===== config.mk =====
export PLATFORM = sky130hd
export DESIGN_NAME = pmbus_vout_config_commands
export DESIGN_NICKNAME = d
export VERILOG_FILES = /design/src/pmbus_vout_pkg.sv /design/src/pmbus_vout_config_commands.sv
export VERILOG_INCLUDE_DIRS = /design/src /design/src/src
export SDC_FILE = /design/constraint.sdc
export NUM_CORES = 2
export LEC_CHECK = 0
export BUFFER_PORTS_ARGS = -buffer_cell sky130_fd_sc_hd__clkbuf_2
export CORE_MARGIN = 10
export CORE_UTILIZATION = 34
export DETAILED_ROUTE_END_ITERATION = 8
export GPL_TIMING_DRIVEN = 0
export PLACE_DENSITY = 0.5
export SETUP_SLACK_MARGIN = 0.15
export SLEW_MARGIN = 25
export SYNTH_ARGS = -nofsm -noshare
export SYNTH_HDL_FRONTEND = slang
export SYNTH_SLANG_ARGS = --single-unit

===== constraint.sdc =====
create_clock -name mclk -period 24.2 [get_ports mclk]
set_clock_uncertainty 0.1 [all_clocks]
set_input_delay 1.21 -clock mclk [delete_from_list [all_inputs] [get_ports mclk]]
set_output_delay 1.21 -clock mclk [all_outputs]
set_load 0.01 [all_outputs]

===== src/pmbus_vout_params.svh =====
// Overview of operation
// - fault-clear command wipes all fault bits; a same-cycle new event keeps its bits
// - default save copies live config to store
// - default reload replaces live config
// - user save writes only changed words
// - user reload on command and power-up
// - user values overwrite default values
// - user reload sets security level 1
// - format byte low five bits: exponent
// - format byte top bits select representation
// - nominal voltage word, unsigned
// - trim word signed, limited to 150 mV
// - calibration word offsets like trim
// - effective target clamped to ceiling word
// - host-written ceiling limited to 115% of strap
// - margin high and low target words
// - slew rate word for transitions
// - switching rate 1 kHz steps, 200-640
// - rails per group, zero means 16
// - rail position sets phase offset
// - margin field picks nominal, low, high
`ifndef PMBUS_VOUT_PARAMS_SVH
`define PMBUS_VOUT_PARAMS_SVH
// ----------------------------------------
// command codes
// ----------------------------------------
`define CMD_CLEAR_FAULT 8'h03
`define CMD_STORE_DFLT 8'h11
`define CMD_RESTORE_DFLT 8'h12
`define CMD_STORE_USER 8'h15
`define CMD_RESTORE_USER 8'h16
`define CMD_FORMAT 8'h20
`define CMD_NOMINAL 8'h21
`define CMD_TRIM 8'h22
`define CMD_CAL 8'h23
`define CMD_CEILING 8'h24
`define CMD_MARGIN_UP 8'h25
`define CMD_MARGIN_DOWN 8'h26
`define CMD_SLEW 8'h27
`define CMD_LOAD_LINE 8'h28
`define CMD_SW_RATE 8'h33
`define CMD_PHASE 8'h37
// ----------------------------------------
// word slots, fields and values
// ----------------------------------------
`define IDX_NOMINAL 4'd0
`define IDX_TRIM 4'd1
`define IDX_CAL 4'd2
`define IDX_CEILING 4'd3
`define IDX_UP 4'd4
`define IDX_DOWN 4'd5
`define IDX_SLEW 4'd6
`define IDX_LOAD 4'd7
`define IDX_RATE 4'd8
`define IDX_PHASE 4'd9
`define FORMAT_VALUE 8'h13
`define FMT_LINEAR 3'h0
`define FMT_VID 3'h1
`define FMT_DIRECT 3'h2
`define MARGIN_LOW 2'h1
`define MARGIN_HIGH 2'h2
`define TRIM_LIMIT 16'h04CC
`define CEIL_PCT 24'd115
`define PCT_BASE 24'd100
`define RATE_MIN 11'h0C8
`define RATE_MAX 11'h280
`define RAILS_ZERO 5'h10
`define DEF_NOMINAL 16'h2000
`define DEF_TRIM 16'h0000
`define DEF_CAL 16'h0000
`define DEF_CEILING 16'h3999
`define DEF_UP 16'h2333
`define DEF_DOWN 16'h1CCC
`define DEF_SLEW 16'hBA00
`define DEF_LOAD 16'h0000
`define DEF_RATE 16'h0140
`define DEF_PHASE 16'h0010
`define STORE_WAIT_MS 20
`define MCLK_KHZ 125000
`define SECURITY_USER 2'h1
`endif


===== src/pmbus_vout_pkg.sv =====
package pmbus_vout_pkg;
    // serial engine states
    typedef enum logic [6:0] {
        IDLE = 7'h01,
        ADDR = 7'h02,
        CMD = 7'h04,
        WDATA = 7'h08,
        ACKING = 7'h10,
        RDATA = 7'h20,
        RACK = 7'h40
    } busState_e;

    typedef logic [9:0][15:0] wordBank_t;

    // all state of the decoder
    typedef struct packed {
        logic [1:0] sclPipe;
        logic sclLast;
        logic [1:0] sdaPipe;
        logic sdaLast;
        logic [15:0] strapMeta;
        logic [15:0] strapSync;
        busState_e state;
        logic [3:0] bitCnt;
        logic [7:0] shift;
        logic isRead;
        logic cmdSeen;
        logic hostAck;
        logic sdaDrive;
        logic [1:0] byteCnt;
        logic [7:0] cmd;
        logic [7:0] dataLo;
        logic [15:0] txWord;
        wordBank_t live;
        wordBank_t dflt;
        wordBank_t user;
        logic [9:0] userValid;
        logic [9:0] changed;
        logic [7:0] fault;
        logic [1:0] security;
        logic [21:0] busyCnt;
        logic boot;
        logic [15:0] target;
    } cfgState_s;
endpackage


===== src/pmbus_vout_config_commands.sv =====
`timescale 1ns/1ps
`include "pmbus_vout_params.svh"
module pmbus_vout_config_commands
    import pmbus_vout_pkg::*;
#(
    parameter logic [6:0] DEVICE_ADDR = 7'h20, // arbitrary
    parameter int STORE_WAIT_CYCLES = `STORE_WAIT_MS * `MCLK_KHZ
) (
    input wire logic mclk,
    input wire logic reset_n,
    input wire logic sclIn,
    input wire logic sdaIn,
    output logic sdaOut,
    output logic sdaOe,
    input wire logic [15:0] voltageStrapPin,
    input wire logic [1:0] marginSelect,
    input wire logic [7:0] faultEvent,
    output logic [7:0] faultStatus,
    output logic [7:0] voltageFormat,
    output logic [15:0] targetVoltage,
    output logic [15:0] trimWord,
    output logic [15:0] calWord,
    output logic [15:0] slewRate,
    output logic [15:0] loadLine,
    output logic [15:0] switchRate,
    output logic [4:0] railCount,
    output logic [3:0] railPosition,
    output logic [1:0] securityLevel,
    output logic storeBusy
);

    // ----------------------------------------
    // factory contents and helpers
    // ----------------------------------------
    localparam wordBank_t FACTORY = {
        `DEF_PHASE, `DEF_RATE, `DEF_LOAD, `DEF_SLEW, `DEF_DOWN,
        `DEF_UP, `DEF_CEILING, `DEF_CAL, `DEF_TRIM, `DEF_NOMINAL
    };

    cfgState_s st;
    cfgState_s nx;
    logic sclRise;
    logic sclFall;
    logic startSeen;
    logic stopSeen;
    logic sendExec;
    logic wordWrite;
    logic idxValid;
    logic [3:0] cmdIdx;
    logic [23:0] strapProd;
    logic [15:0] ceilLimit;
    logic [15:0] selWord;
    logic [15:0] capped;
    logic signed [17:0] sumTrim;
    logic [15:0] ceilingWord;

    // command code to word slot
    always_comb begin
        idxValid = 1'b1;
        cmdIdx = `IDX_NOMINAL;
        unique case (st.cmd)
            `CMD_NOMINAL: cmdIdx = `IDX_NOMINAL;
            `CMD_TRIM: cmdIdx = `IDX_TRIM;
            `CMD_CAL: cmdIdx = `IDX_CAL;
            `CMD_CEILING: cmdIdx = `IDX_CEILING;
            `CMD_MARGIN_UP: cmdIdx = `IDX_UP;
            `CMD_MARGIN_DOWN: cmdIdx = `IDX_DOWN;
            `CMD_SLEW: cmdIdx = `IDX_SLEW;
            `CMD_LOAD_LINE: cmdIdx = `IDX_LOAD;
            `CMD_SW_RATE: cmdIdx = `IDX_RATE;
            `CMD_PHASE: cmdIdx = `IDX_PHASE;
            default: idxValid = 1'b0; // format byte lands here
        endcase
    end

    // limit a written word to its legal range
    function automatic logic [15:0] clampWrite(
        input logic [3:0] idx,
        input logic [15:0] val,
        input logic [15:0] lim
    );
        logic [15:0] res;
        res = val;
        if (idx == `IDX_TRIM || idx == `IDX_CAL) begin
            if (signed'(val) > signed'(`TRIM_LIMIT)) begin
                res = `TRIM_LIMIT;
            end else if (signed'(val) < -signed'(`TRIM_LIMIT)) begin
                res = 16'(-signed'(`TRIM_LIMIT));
            end
        end else if (idx == `IDX_CEILING && val > lim) begin
            res = lim;
        end else if (idx == `IDX_RATE && val[15:11] == 5'h00) begin
            if (val[10:0] < `RATE_MIN) begin
                res = {5'h00, `RATE_MIN};
            end else if (val[10:0] > `RATE_MAX) begin
                res = {5'h00, `RATE_MAX};
            end
        end
        return res;
    endfunction

    // ----------------------------------------
    // bus events and strap limit
    // ----------------------------------------
    assign sclRise = st.sclPipe[1] & ~st.sclLast;
    assign sclFall = ~st.sclPipe[1] & st.sclLast;
    assign startSeen = st.sclPipe[1] & st.sclLast & st.sdaLast & ~st.sdaPipe[1];
    assign stopSeen = st.sclPipe[1] & st.sclLast & ~st.sdaLast & st.sdaPipe[1];
    assign sendExec = stopSeen && st.state != IDLE && !st.isRead && st.cmdSeen && st.byteCnt == 2'd0;
    assign wordWrite = sclFall && st.state == WDATA && st.bitCnt == 4'd8 && st.byteCnt == 2'd1;
    assign strapProd = 24'(st.strapSync) * `CEIL_PCT;
    assign ceilLimit = (strapProd / `PCT_BASE > 24'h00FFFF) ? 16'hFFFF : 16'(strapProd / `PCT_BASE);
    assign ceilingWord = st.live[`IDX_CEILING];

    // margin select, ceiling clamp and offsets
    always_comb begin
        unique case (marginSelect)
            `MARGIN_LOW: selWord = st.live[`IDX_DOWN];
            `MARGIN_HIGH: selWord = st.live[`IDX_UP];
            default: selWord = st.live[`IDX_NOMINAL];
        endcase
        capped = (selWord > ceilingWord) ? ceilingWord : selWord;
        sumTrim = signed'({2'b00, capped}) + 18'(signed'(st.live[`IDX_TRIM]))
            + 18'(signed'(st.live[`IDX_CAL]));
    end

    // ----------------------------------------
    // next state
    // ----------------------------------------
    always_comb begin
        nx = st;
        nx.sclPipe = {st.sclPipe[0], sclIn};
        nx.sclLast = st.sclPipe[1];
        nx.sdaPipe = {st.sdaPipe[0], sdaIn};
        nx.sdaLast = st.sdaPipe[1];
        nx.strapMeta = voltageStrapPin;
        nx.strapSync = st.strapMeta;
        // serial engine
        if (startSeen) begin
            nx.state = ADDR;
            nx.bitCnt = 4'd0;
            nx.byteCnt = 2'd0;
            nx.cmdSeen = 1'b0;
            nx.sdaDrive = 1'b0;
        end else if (stopSeen) begin
            nx.state = IDLE;
            nx.sdaDrive = 1'b0;
        end else begin
            unique case (st.state)
                IDLE: begin
                    nx.sdaDrive = 1'b0;
                end
                ADDR, CMD, WDATA: begin
                    if (sclRise && st.bitCnt != 4'd8) begin
                        nx.shift = {st.shift[6:0], st.sdaPipe[1]};
                        nx.bitCnt = st.bitCnt + 4'd1;
                    end else if (sclFall && st.bitCnt == 4'd8) begin
                        nx.bitCnt = 4'd0;
                        nx.sdaDrive = 1'b1;
                        nx.state = ACKING;
                        if (st.state == ADDR) begin
                            // busy or booting: address is not acknowledged
                            if (st.shift[7:1] != DEVICE_ADDR || st.busyCnt != 22'd0 || st.boot) begin
                                nx.sdaDrive = 1'b0;
                                nx.state = IDLE;
                            end
                            nx.isRead = st.shift[0];
                            if (st.cmd == `CMD_FORMAT) begin
                                nx.txWord = {8'h00, `FORMAT_VALUE};
                            end else if (idxValid) begin
                                nx.txWord = st.live[cmdIdx];
                            end else begin
                                nx.txWord = 16'hFFFF;
                            end
                        end else if (st.state == CMD) begin
                            nx.cmd = st.shift;
                            nx.cmdSeen = 1'b1;
                        end else begin
                            if (st.byteCnt == 2'd0) begin
                                nx.dataLo = st.shift;
                            end
                            if (st.byteCnt != 2'd2) begin
                                nx.byteCnt = st.byteCnt + 2'd1;
                            end
                        end
                    end
                end
                ACKING: begin
                    if (sclFall) begin
                        nx.sdaDrive = 1'b0;
                        if (st.isRead) begin
                            nx.state = RDATA;
                            nx.shift = st.txWord[7:0];
                            nx.sdaDrive = ~st.txWord[7];
                            nx.txWord = {8'hFF, st.txWord[15:8]};
                        end else begin
                            nx.state = st.cmdSeen ? WDATA : CMD;
                        end
                    end
                end
                RDATA: begin
                    if (sclRise) begin
                        nx.bitCnt = st.bitCnt + 4'd1;
                    end else if (sclFall) begin
                        if (st.bitCnt == 4'd8) begin
                            nx.sdaDrive = 1'b0;
                            nx.bitCnt = 4'd0;
                            nx.state = RACK;
                        end else begin
                            nx.sdaDrive = ~st.shift[3'd7 - st.bitCnt[2:0]];
                        end
                    end
                end
                RACK: begin
                    if (sclRise) begin
                        nx.hostAck = ~st.sdaPipe[1];
                    end else if (sclFall) begin
                        nx.state = IDLE;
                        if (st.hostAck) begin
                            nx.state = RDATA;
                            nx.shift = st.txWord[7:0];
                            nx.sdaDrive = ~st.txWord[7];
                            nx.txWord = {8'hFF, st.txWord[15:8]};
                        end
                    end
                end
                default: begin
                    nx.state = IDLE;
                    nx.sdaDrive = 1'b0;
                end
            endcase
        end
        // word writes; the format byte has no slot
        if (wordWrite && idxValid) begin
            nx.live[cmdIdx] = clampWrite(cmdIdx, {st.shift, st.dataLo}, ceilLimit);
            nx.changed[cmdIdx] = 1'b1;
        end
        // hold-off counter after user save, user reload and power-up
        if (st.busyCnt != 22'd0) begin
            nx.busyCnt = st.busyCnt - 22'd1;
        end
        // fault bits: a new event beats the clear
        nx.fault = ((sendExec && st.cmd == `CMD_CLEAR_FAULT) ? 8'h00 : st.fault) | faultEvent;
        if (sendExec && st.cmd == `CMD_STORE_DFLT) begin
            nx.dflt = st.live;
        end
        if (sendExec && st.cmd == `CMD_RESTORE_DFLT) begin
            nx.live = st.dflt;
            nx.changed = 10'h000;
        end
        if (sendExec && st.cmd == `CMD_STORE_USER) begin
            for (int i = 0; i < 10; i++) begin
                if (st.changed[i]) begin
                    nx.user[i] = st.live[i];
                end
            end
            nx.userValid = st.userValid | st.changed;
            nx.busyCnt = 22'(STORE_WAIT_CYCLES);
        end
        // user reload, also the first step after power-up
        if ((sendExec && st.cmd == `CMD_RESTORE_USER) || st.boot) begin
            for (int i = 0; i < 10; i++) begin
                if (st.userValid[i]) begin
                    nx.live[i] = st.user[i];
                end
            end
            nx.changed = 10'h000;
            nx.security = `SECURITY_USER;
            nx.busyCnt = 22'(STORE_WAIT_CYCLES);
            nx.boot = 1'b0;
        end
        // effective target kept within zero and ceiling
        if (sumTrim < 18'sd0) begin
            nx.target = 16'h0000;
        end else if (sumTrim > signed'({2'b00, ceilingWord})) begin
            nx.target = ceilingWord;
        end else begin
            nx.target = sumTrim[15:0];
        end
    end

    // state register
    always_ff @(posedge mclk) begin
        if (!reset_n) begin
            st <= '0;
            st.sclPipe <= 2'b11;
            st.sclLast <= 1'b1;
            st.sdaPipe <= 2'b11;
            st.sdaLast <= 1'b1;
            st.state <= IDLE;
            st.live <= FACTORY;
            st.dflt <= FACTORY;
            st.boot <= 1'b1;
        end else begin
            st <= nx;
        end
    end

    // ----------------------------------------
    // outputs
    // ----------------------------------------
    assign sdaOut = 1'b0;
    assign sdaOe = st.sdaDrive;
    assign faultStatus = st.fault;
    assign voltageFormat = `FORMAT_VALUE;
    assign targetVoltage = st.target;
    assign trimWord = st.live[`IDX_TRIM];
    assign calWord = st.live[`IDX_CAL];
    assign slewRate = st.live[`IDX_SLEW];
    assign loadLine = st.live[`IDX_LOAD];
    assign switchRate = st.live[`IDX_RATE];
    assign railCount = (st.live[`IDX_PHASE][7:4] == 4'h0) ? `RAILS_ZERO
        : {1'b0, st.live[`IDX_PHASE][7:4]};
    assign railPosition = st.live[`IDX_PHASE][3:0];
    assign securityLevel = st.security;
    assign storeBusy = (st.busyCnt != 22'd0);
endmodule


* Yosys cells after proc, flatten, opt, wreduce, memory -nomap -nowiden
Index checks and enable logic that the tools add are counted.
** Storage, ports and cells
- Bits of input ports :: 30
- Bits in latches :: 0
- Bits in registers :: 643
- Bits in writable memories :: 0
- Bits in read-only memories :: 0
- Memories :: 0
- Output and inout bits :: 126
** Operators by class
- Divide/modulo/power cells :: 1
- Reductions and logical operators :: 59
- Bitwise operators :: 23
- Add/sub/neg operators :: 6
- Multiplexer cells :: 104
- Shifts and indexed selects :: 0
- Order comparisons :: 12
- Equality and inequality tests :: 59
- $mul :: 1
** Operator list (count)
- 16-bit two-way mux :: 31
- 160-bit two-way mux :: 3
- 160-bit bitwise mux :: 1
- 8-bit by 6-bit equality test with 1-bit output (second input constant) :: 11
- 8-bit two-way mux :: 10
- 35-bit two-way mux :: 2
- 16-bit binary-select mux with 4-bit select :: 1
- 16-bit demux with 4-bit select :: 1
- 16-bit one-hot mux with 3 select lines :: 1
- 22-bit two-way mux :: 2
- 4-bit inequality test (second input constant) :: 9
- 4-bit one-hot mux with 9 select lines :: 1
- 7-bit two-way mux :: 5
- 7-bit one-hot mux with 5 select lines :: 1
- 11-bit two-way mux :: 3
- 8-bit by 5-bit equality test with 1-bit output (second input constant) :: 4
- 16-bit > comparator :: 2
- 16-bit one-hot mux with 2 select lines :: 1
- 9-bit AND reduction :: 3
- 2-bit inequality test (second input constant) :: 13
- 23-bit by 7-bit divider with 24-bit output (second input constant) :: 1
- 24-bit by 16-bit > comparator with 1-bit output (second input constant) :: 1
- 8-bit one-hot mux with 3 select lines :: 1
- 16-bit by 7-bit multiplier with 23-bit output (second input constant) :: 1
- other kinds (66) :: 156

* Depth between registers and ports, before layout
- Depth after elaboration :: 14
- Gate-level depth with buffers :: 79
- Depth with buffers taken out :: 72

* Least setup slack after synthesis
Ideal clock, no wire load.
- Kind :: flip-flop to flip-flop
- Start point :: register st[617] in the netlist's numbering
- End point :: register st[460] in the netlist's numbering
- Cell stages (with the launch flop) :: 78
- Data arrival time :: 16355 ps
- Setup slack :: 7680 ps
- Buffers on the path :: 5
- Setup time :: 65 ps
- Required time :: 24035 ps
- Path through :: dfxtp_1 > inv_1 > fa_1 > inv_1 > fa_1 > ha_1 > inv_1 > fa_1 > inv_1 > ha_1 > buf_2 > and3_1 > and3_4 > nand2_2 > a21oi_4 > o31ai_2 > a211oi_4 > a221o_1 > [42 not listed] > o21ai_0 > nand2b_1 > a21oi_1 > nor2b_1 > o21ai_0 > nand2b_1 > a21oi_1 > nor3_1 > a21oi_1 > nand2_1 > nor2_1 > nor2_1 > nor2_1 > nor3_1 > mux2i_1 > a211oi_1 > a21oi_1 > nor2_1
** On the way
- Cells in the longest elaborated chain, start to end :: 14
** Ends and longest elaborated chain
- start, declared :: line pmbus_vout_config_commands.sv:40 : cfgState_s st;
- start signal, assigned :: line pmbus_vout_config_commands.sv:295 : st <= nx;
- 16-bit by 7-bit multiplier with 23-bit output (no line) (*)
- 23-bit by 7-bit divider with 24-bit output (no line) (*)
- 24-bit by 16-bit > comparator with 1-bit output :: line pmbus_vout_config_commands.sv:112 : assign ceilLimit = (strapProd / `PCT_BASE > 24'h00FFFF) ? 16'hFFFF : 16'(strapProd / `PCT_BASE);
- 16-bit two-way mux (*) :: line pmbus_vout_config_commands.sv:112
- 16-bit > comparator :: line pmbus_vout_config_commands.sv:90 : end else if (idx == `IDX_CEILING && val > lim) begin
- 1-bit logical AND :: line pmbus_vout_config_commands.sv:90
- 16-bit two-way mux (*) :: line pmbus_vout_config_commands.sv:90
- 16-bit two-way mux (*) :: line pmbus_vout_config_commands.sv:84 : if (idx == `IDX_TRIM || idx == `IDX_CAL) begin
- 16-bit two-way mux (*) :: line pmbus_vout_config_commands.sv:234 : if (wordWrite && idxValid) begin
- 160-bit bitwise mux (*) :: line pmbus_vout_config_commands.sv:235 : nx.live[cmdIdx] = clampWrite(cmdIdx, {st.shift, st.dataLo}, ceilLimit);
- 160-bit two-way mux (*) :: line pmbus_vout_config_commands.sv:234
- 160-bit two-way mux (*) :: line pmbus_vout_config_commands.sv:247 : if (sendExec && st.cmd == `CMD_RESTORE_DFLT) begin
- 16-bit two-way mux :: line pmbus_vout_config_commands.sv:263 : if (st.userValid[i]) begin
- 160-bit two-way mux (*) :: line pmbus_vout_config_commands.sv:261 : if ((sendExec && st.cmd == `CMD_RESTORE_USER) || st.boot) begin
Mark *: on every way between the ends. The rest lies on a longest branch, timed or not. The select of a mux whose other input is x is not followed.
A chain may end at the register's enable or synchronous reset.

* Final worst setup path
- Start point :: register st[614] in the netlist's numbering
- End point :: register st (netlist bit loadLine[1])
Same word-level chain as after synthesis.

==> metrics.yaml <==
yosys:
  synth_area_leaders: "dfxtp_1 34%, nand2_1 9.8%, a21oi_1 7.4%"
  synth_cells: 4913
  synthXorXnorAreaFrac_pct: 2.02
  ys_seq_elements: 643
  synthFlopType: "dfxtp_1"
  netlist_top_cells_count: "995 x nand2_1, 643 x dfxtp_1, 562 x a21oi_1"
  async_flop_share_pct: 0
  yosysTopAreaCell: "dfxtp_1"
  synth.avg_cell_area_sq_um: 7.77
  synth_top_family_by_area: "compound AO/OA/AOI/OAI gates"
  synth_edf_count: 0
  yosys.cell_count.top_type: "nand2_1"
  synthMuxAreaShare_pct: 6.58
  synth_fa_ha_area_share_pct: 7.38
  yosys_warnings: 0
  syn_area_sq_um: 38200
  synth.distinct_cells: 113
  seq_area_frac_synth_pct: 33.7
  synth_compound_area_share_pct: 22.1
  synth.top_cell.area_share_pct: 33.7
  yosys.area_share.simple_pct: 20.6
cells_and_area:
  area_growth_pct: 14.9
  nNetsFinal: 5389
  final_cell_area_sq_um: 43900
  drive_gt1_share_pct: 10.9
cts:
  cts_buffer_depth: 3
  clk_root_buffer_cell: "clkbuf_16"
  cts_resized: 0
  hold_buffers: 0
  clk_pin_slew_ns: 0.06
  cts_setup_buffers: 0
  cts_buffers: 78
  cts.htree.levels: 3
  clkLatencyLatePin_ns: 0.68
  cts.sinks: 643
  cts_tree: "done"
detailed_routing:
  drt_iter0_markers: 3993
  num_vias: 37480
  wl_per_cell_um: 24.3
  drt-total-wl_mm: 163
  routed_via_density: 5.58
  drc: 0
  dr.pass1.iters: 6
  ant_nets: 0
floorplan:
  fp.dieH_um: 355
  io_pins: 156
  fp-row-count: 122
  dieArea_sq_um: 126000
  dieWidth_um: 355
  start_util_pct: 34.4
  core-area_sq_um: 111000
timing:
  fin_crit_sh_pct: 87.9
  hold_viol: 0
  finalSetupViolations: 0
  setup_ws_ns: 2.93
  relSlewSlack_pct: 17.8
  finalSetupTns_ns: 0
  worstMarginPinSlew_ns: 1.23
  fmax_mhz: 47.0
  min_period_ns: 21.27
  finalMaxSlewViolations: 0
  rsz0062_at_grt: "no"
global_routing:
  grt_pass1_wl_mm: 239
  first_global_vias: 34909
  antenna_found_initial: 6
  grt_max_degree: 13
  grt_overflow_total: 0
  gr-usage-all-layers_pct: 24.9
setup_path:
  crit_end: "loadLine[1]$_SDFF_PN0_"
  cp_data_arrival_time_ns: 21.79
  crit-reg2reg-capture: "loadLine[1]$_SDFF_PN0_"
  cp-startpoint: "st[614]$_SDFF_PN0_"
  cp-start-kind: "flop"
  cpMostUsedCell: "a21oi_1"
  cpPeakStageDelay_ns: 0.84
  cp_max_fo: 10
  critPathKind: "reg2reg"
  endpoint_kind: "flop"
  required_ns: 24.72
  r2r_slack_ns: 2.93
  worst-r2r-cell-count: 71
  cpMaxStageDelayCell: "nor2b_1"
  r2r_start: "st[614]$_SDFF_PN0_"
place:
  place_hpwl_mm: 121
  postPlaceCellArea_sq_um: 41300
  portBuffers: 145
  finalWeightedCongestion: 0.968
  pre_cts_slack_ns: 3.15
min_path:
  hp-class: "reg2reg"
  worstHoldPathCells: 2
outcome:
  status: "completed"
run:
  maxCapViolations: 0
## state kept, by name, summed over array words and instances (netlist names)
register,flops
targetVoltage,16
railPosition,4
ceilingWord,16
st,497
loadLine,16
slewRate,16
sdaOe,1
switchRate,16
securityLevel,1
calWord,16
nx,20
trimWord,16
faultStatus,8
## how the worst min path moves through the flow
stage,to,start
2_1_floorplan,nx[638]$_SDFF_PN1_,nx[640]$_SDFF_PN1_
4_1_cts,railPosition[3]$_SDFF_PN0_,st[216]$_SDFFE_PN0P_
3_3_place_gp,st[621]$_SDFF_PN0_,nx[621]$_SDFF_PN0_
3_5_place_dp,st[611]$_SDFF_PN0_,nx[611]$_SDFF_PN0_
6_report,railPosition[3]$_SDFF_PN0_,st[216]$_SDFFE_PN0P_
5_1_grt,railPosition[3]$_SDFF_PN0_,st[216]$_SDFFE_PN0P_
## worst max-delay path: cells and delay by family, from the launching register on
kind | cells | cell delay [ns]
compound gates | 37 | 11.65
xor+xnor | 1 | 0.39
fa+ha+maj | 6 | 2.31
buf+inv | 8 | 1.22
flops | 1 | 0.42
mux | 1 | 0.38
simple gates | 18 | 4.75
## layer usage
layer  track usage [%]  vias to the layer above  part of all wire (%)  wire [um]
li1                  -                    17507                     -          -
met1              33.0                    18116                    43      70000
met2              39.8                     1539                    45      73900
met3              4.22                      318                   7.3      12000
met4              10.4                        0                   4.7       7630
met5                 0                        -                     0          0
## cells by family after synthesis
logic type	after synthesis
buf+inv	638
mux	206
compound gates	1314
flops	643
xor+xnor	87
other cells	2
fa+ha+maj	193
simple gates	1830
## metrics by stage
step                      std cells  utilization [%]  hold slack [ns]
after global routing           6718             39.5            0.342
after CTS                      6718             39.5            0.328
after detailed placement       6578             37.2            0.321
after global placement         6554             36.7            0.320
final                          6720             39.5            0.323
after floorplan                4921                -            0.286
## area by class of cell
cell class | instances | area, sq um
fillers | 11689 | 67100
multi-input cells | 3640 | 22600
flip-flops and latches | 643 | 12900
clock buffers | 120 | 2250
plain buffers | 430 | 2130
well taps | 1488 | 1860
repair buffers | 169 | 1090
inverters | 208 | 781
clock inverters | 20 | 255
diodes | 2 | 5.00
## cells in the final DEF, fill, tap and decap left out, drive strengths merged, types with 14 or more instances in the layout
master and count:
a211oi 129, a21o 37, a21oi 571, a221oi 21, a22oi 40, a311oi 28, a31oi 22, and2 77
and3 19, buf 182, clkbuf 537, dfxtp 643, fa 55, ha 134, inv 212, mux2i 162
mux4 34, nand2 996, nand2b 23, nand3 71, nand4 29, nor2 428, nor2b 17, nor3 74
nor4 25, o211ai 89, o21a 23, o21ai 189, o21bai 15, o32ai 14, or3 19, xnor2 68
xor2 19
Power is not shown: default switching activity piles up to over one toggle a cycle in this logic, so the estimate is an artifact.
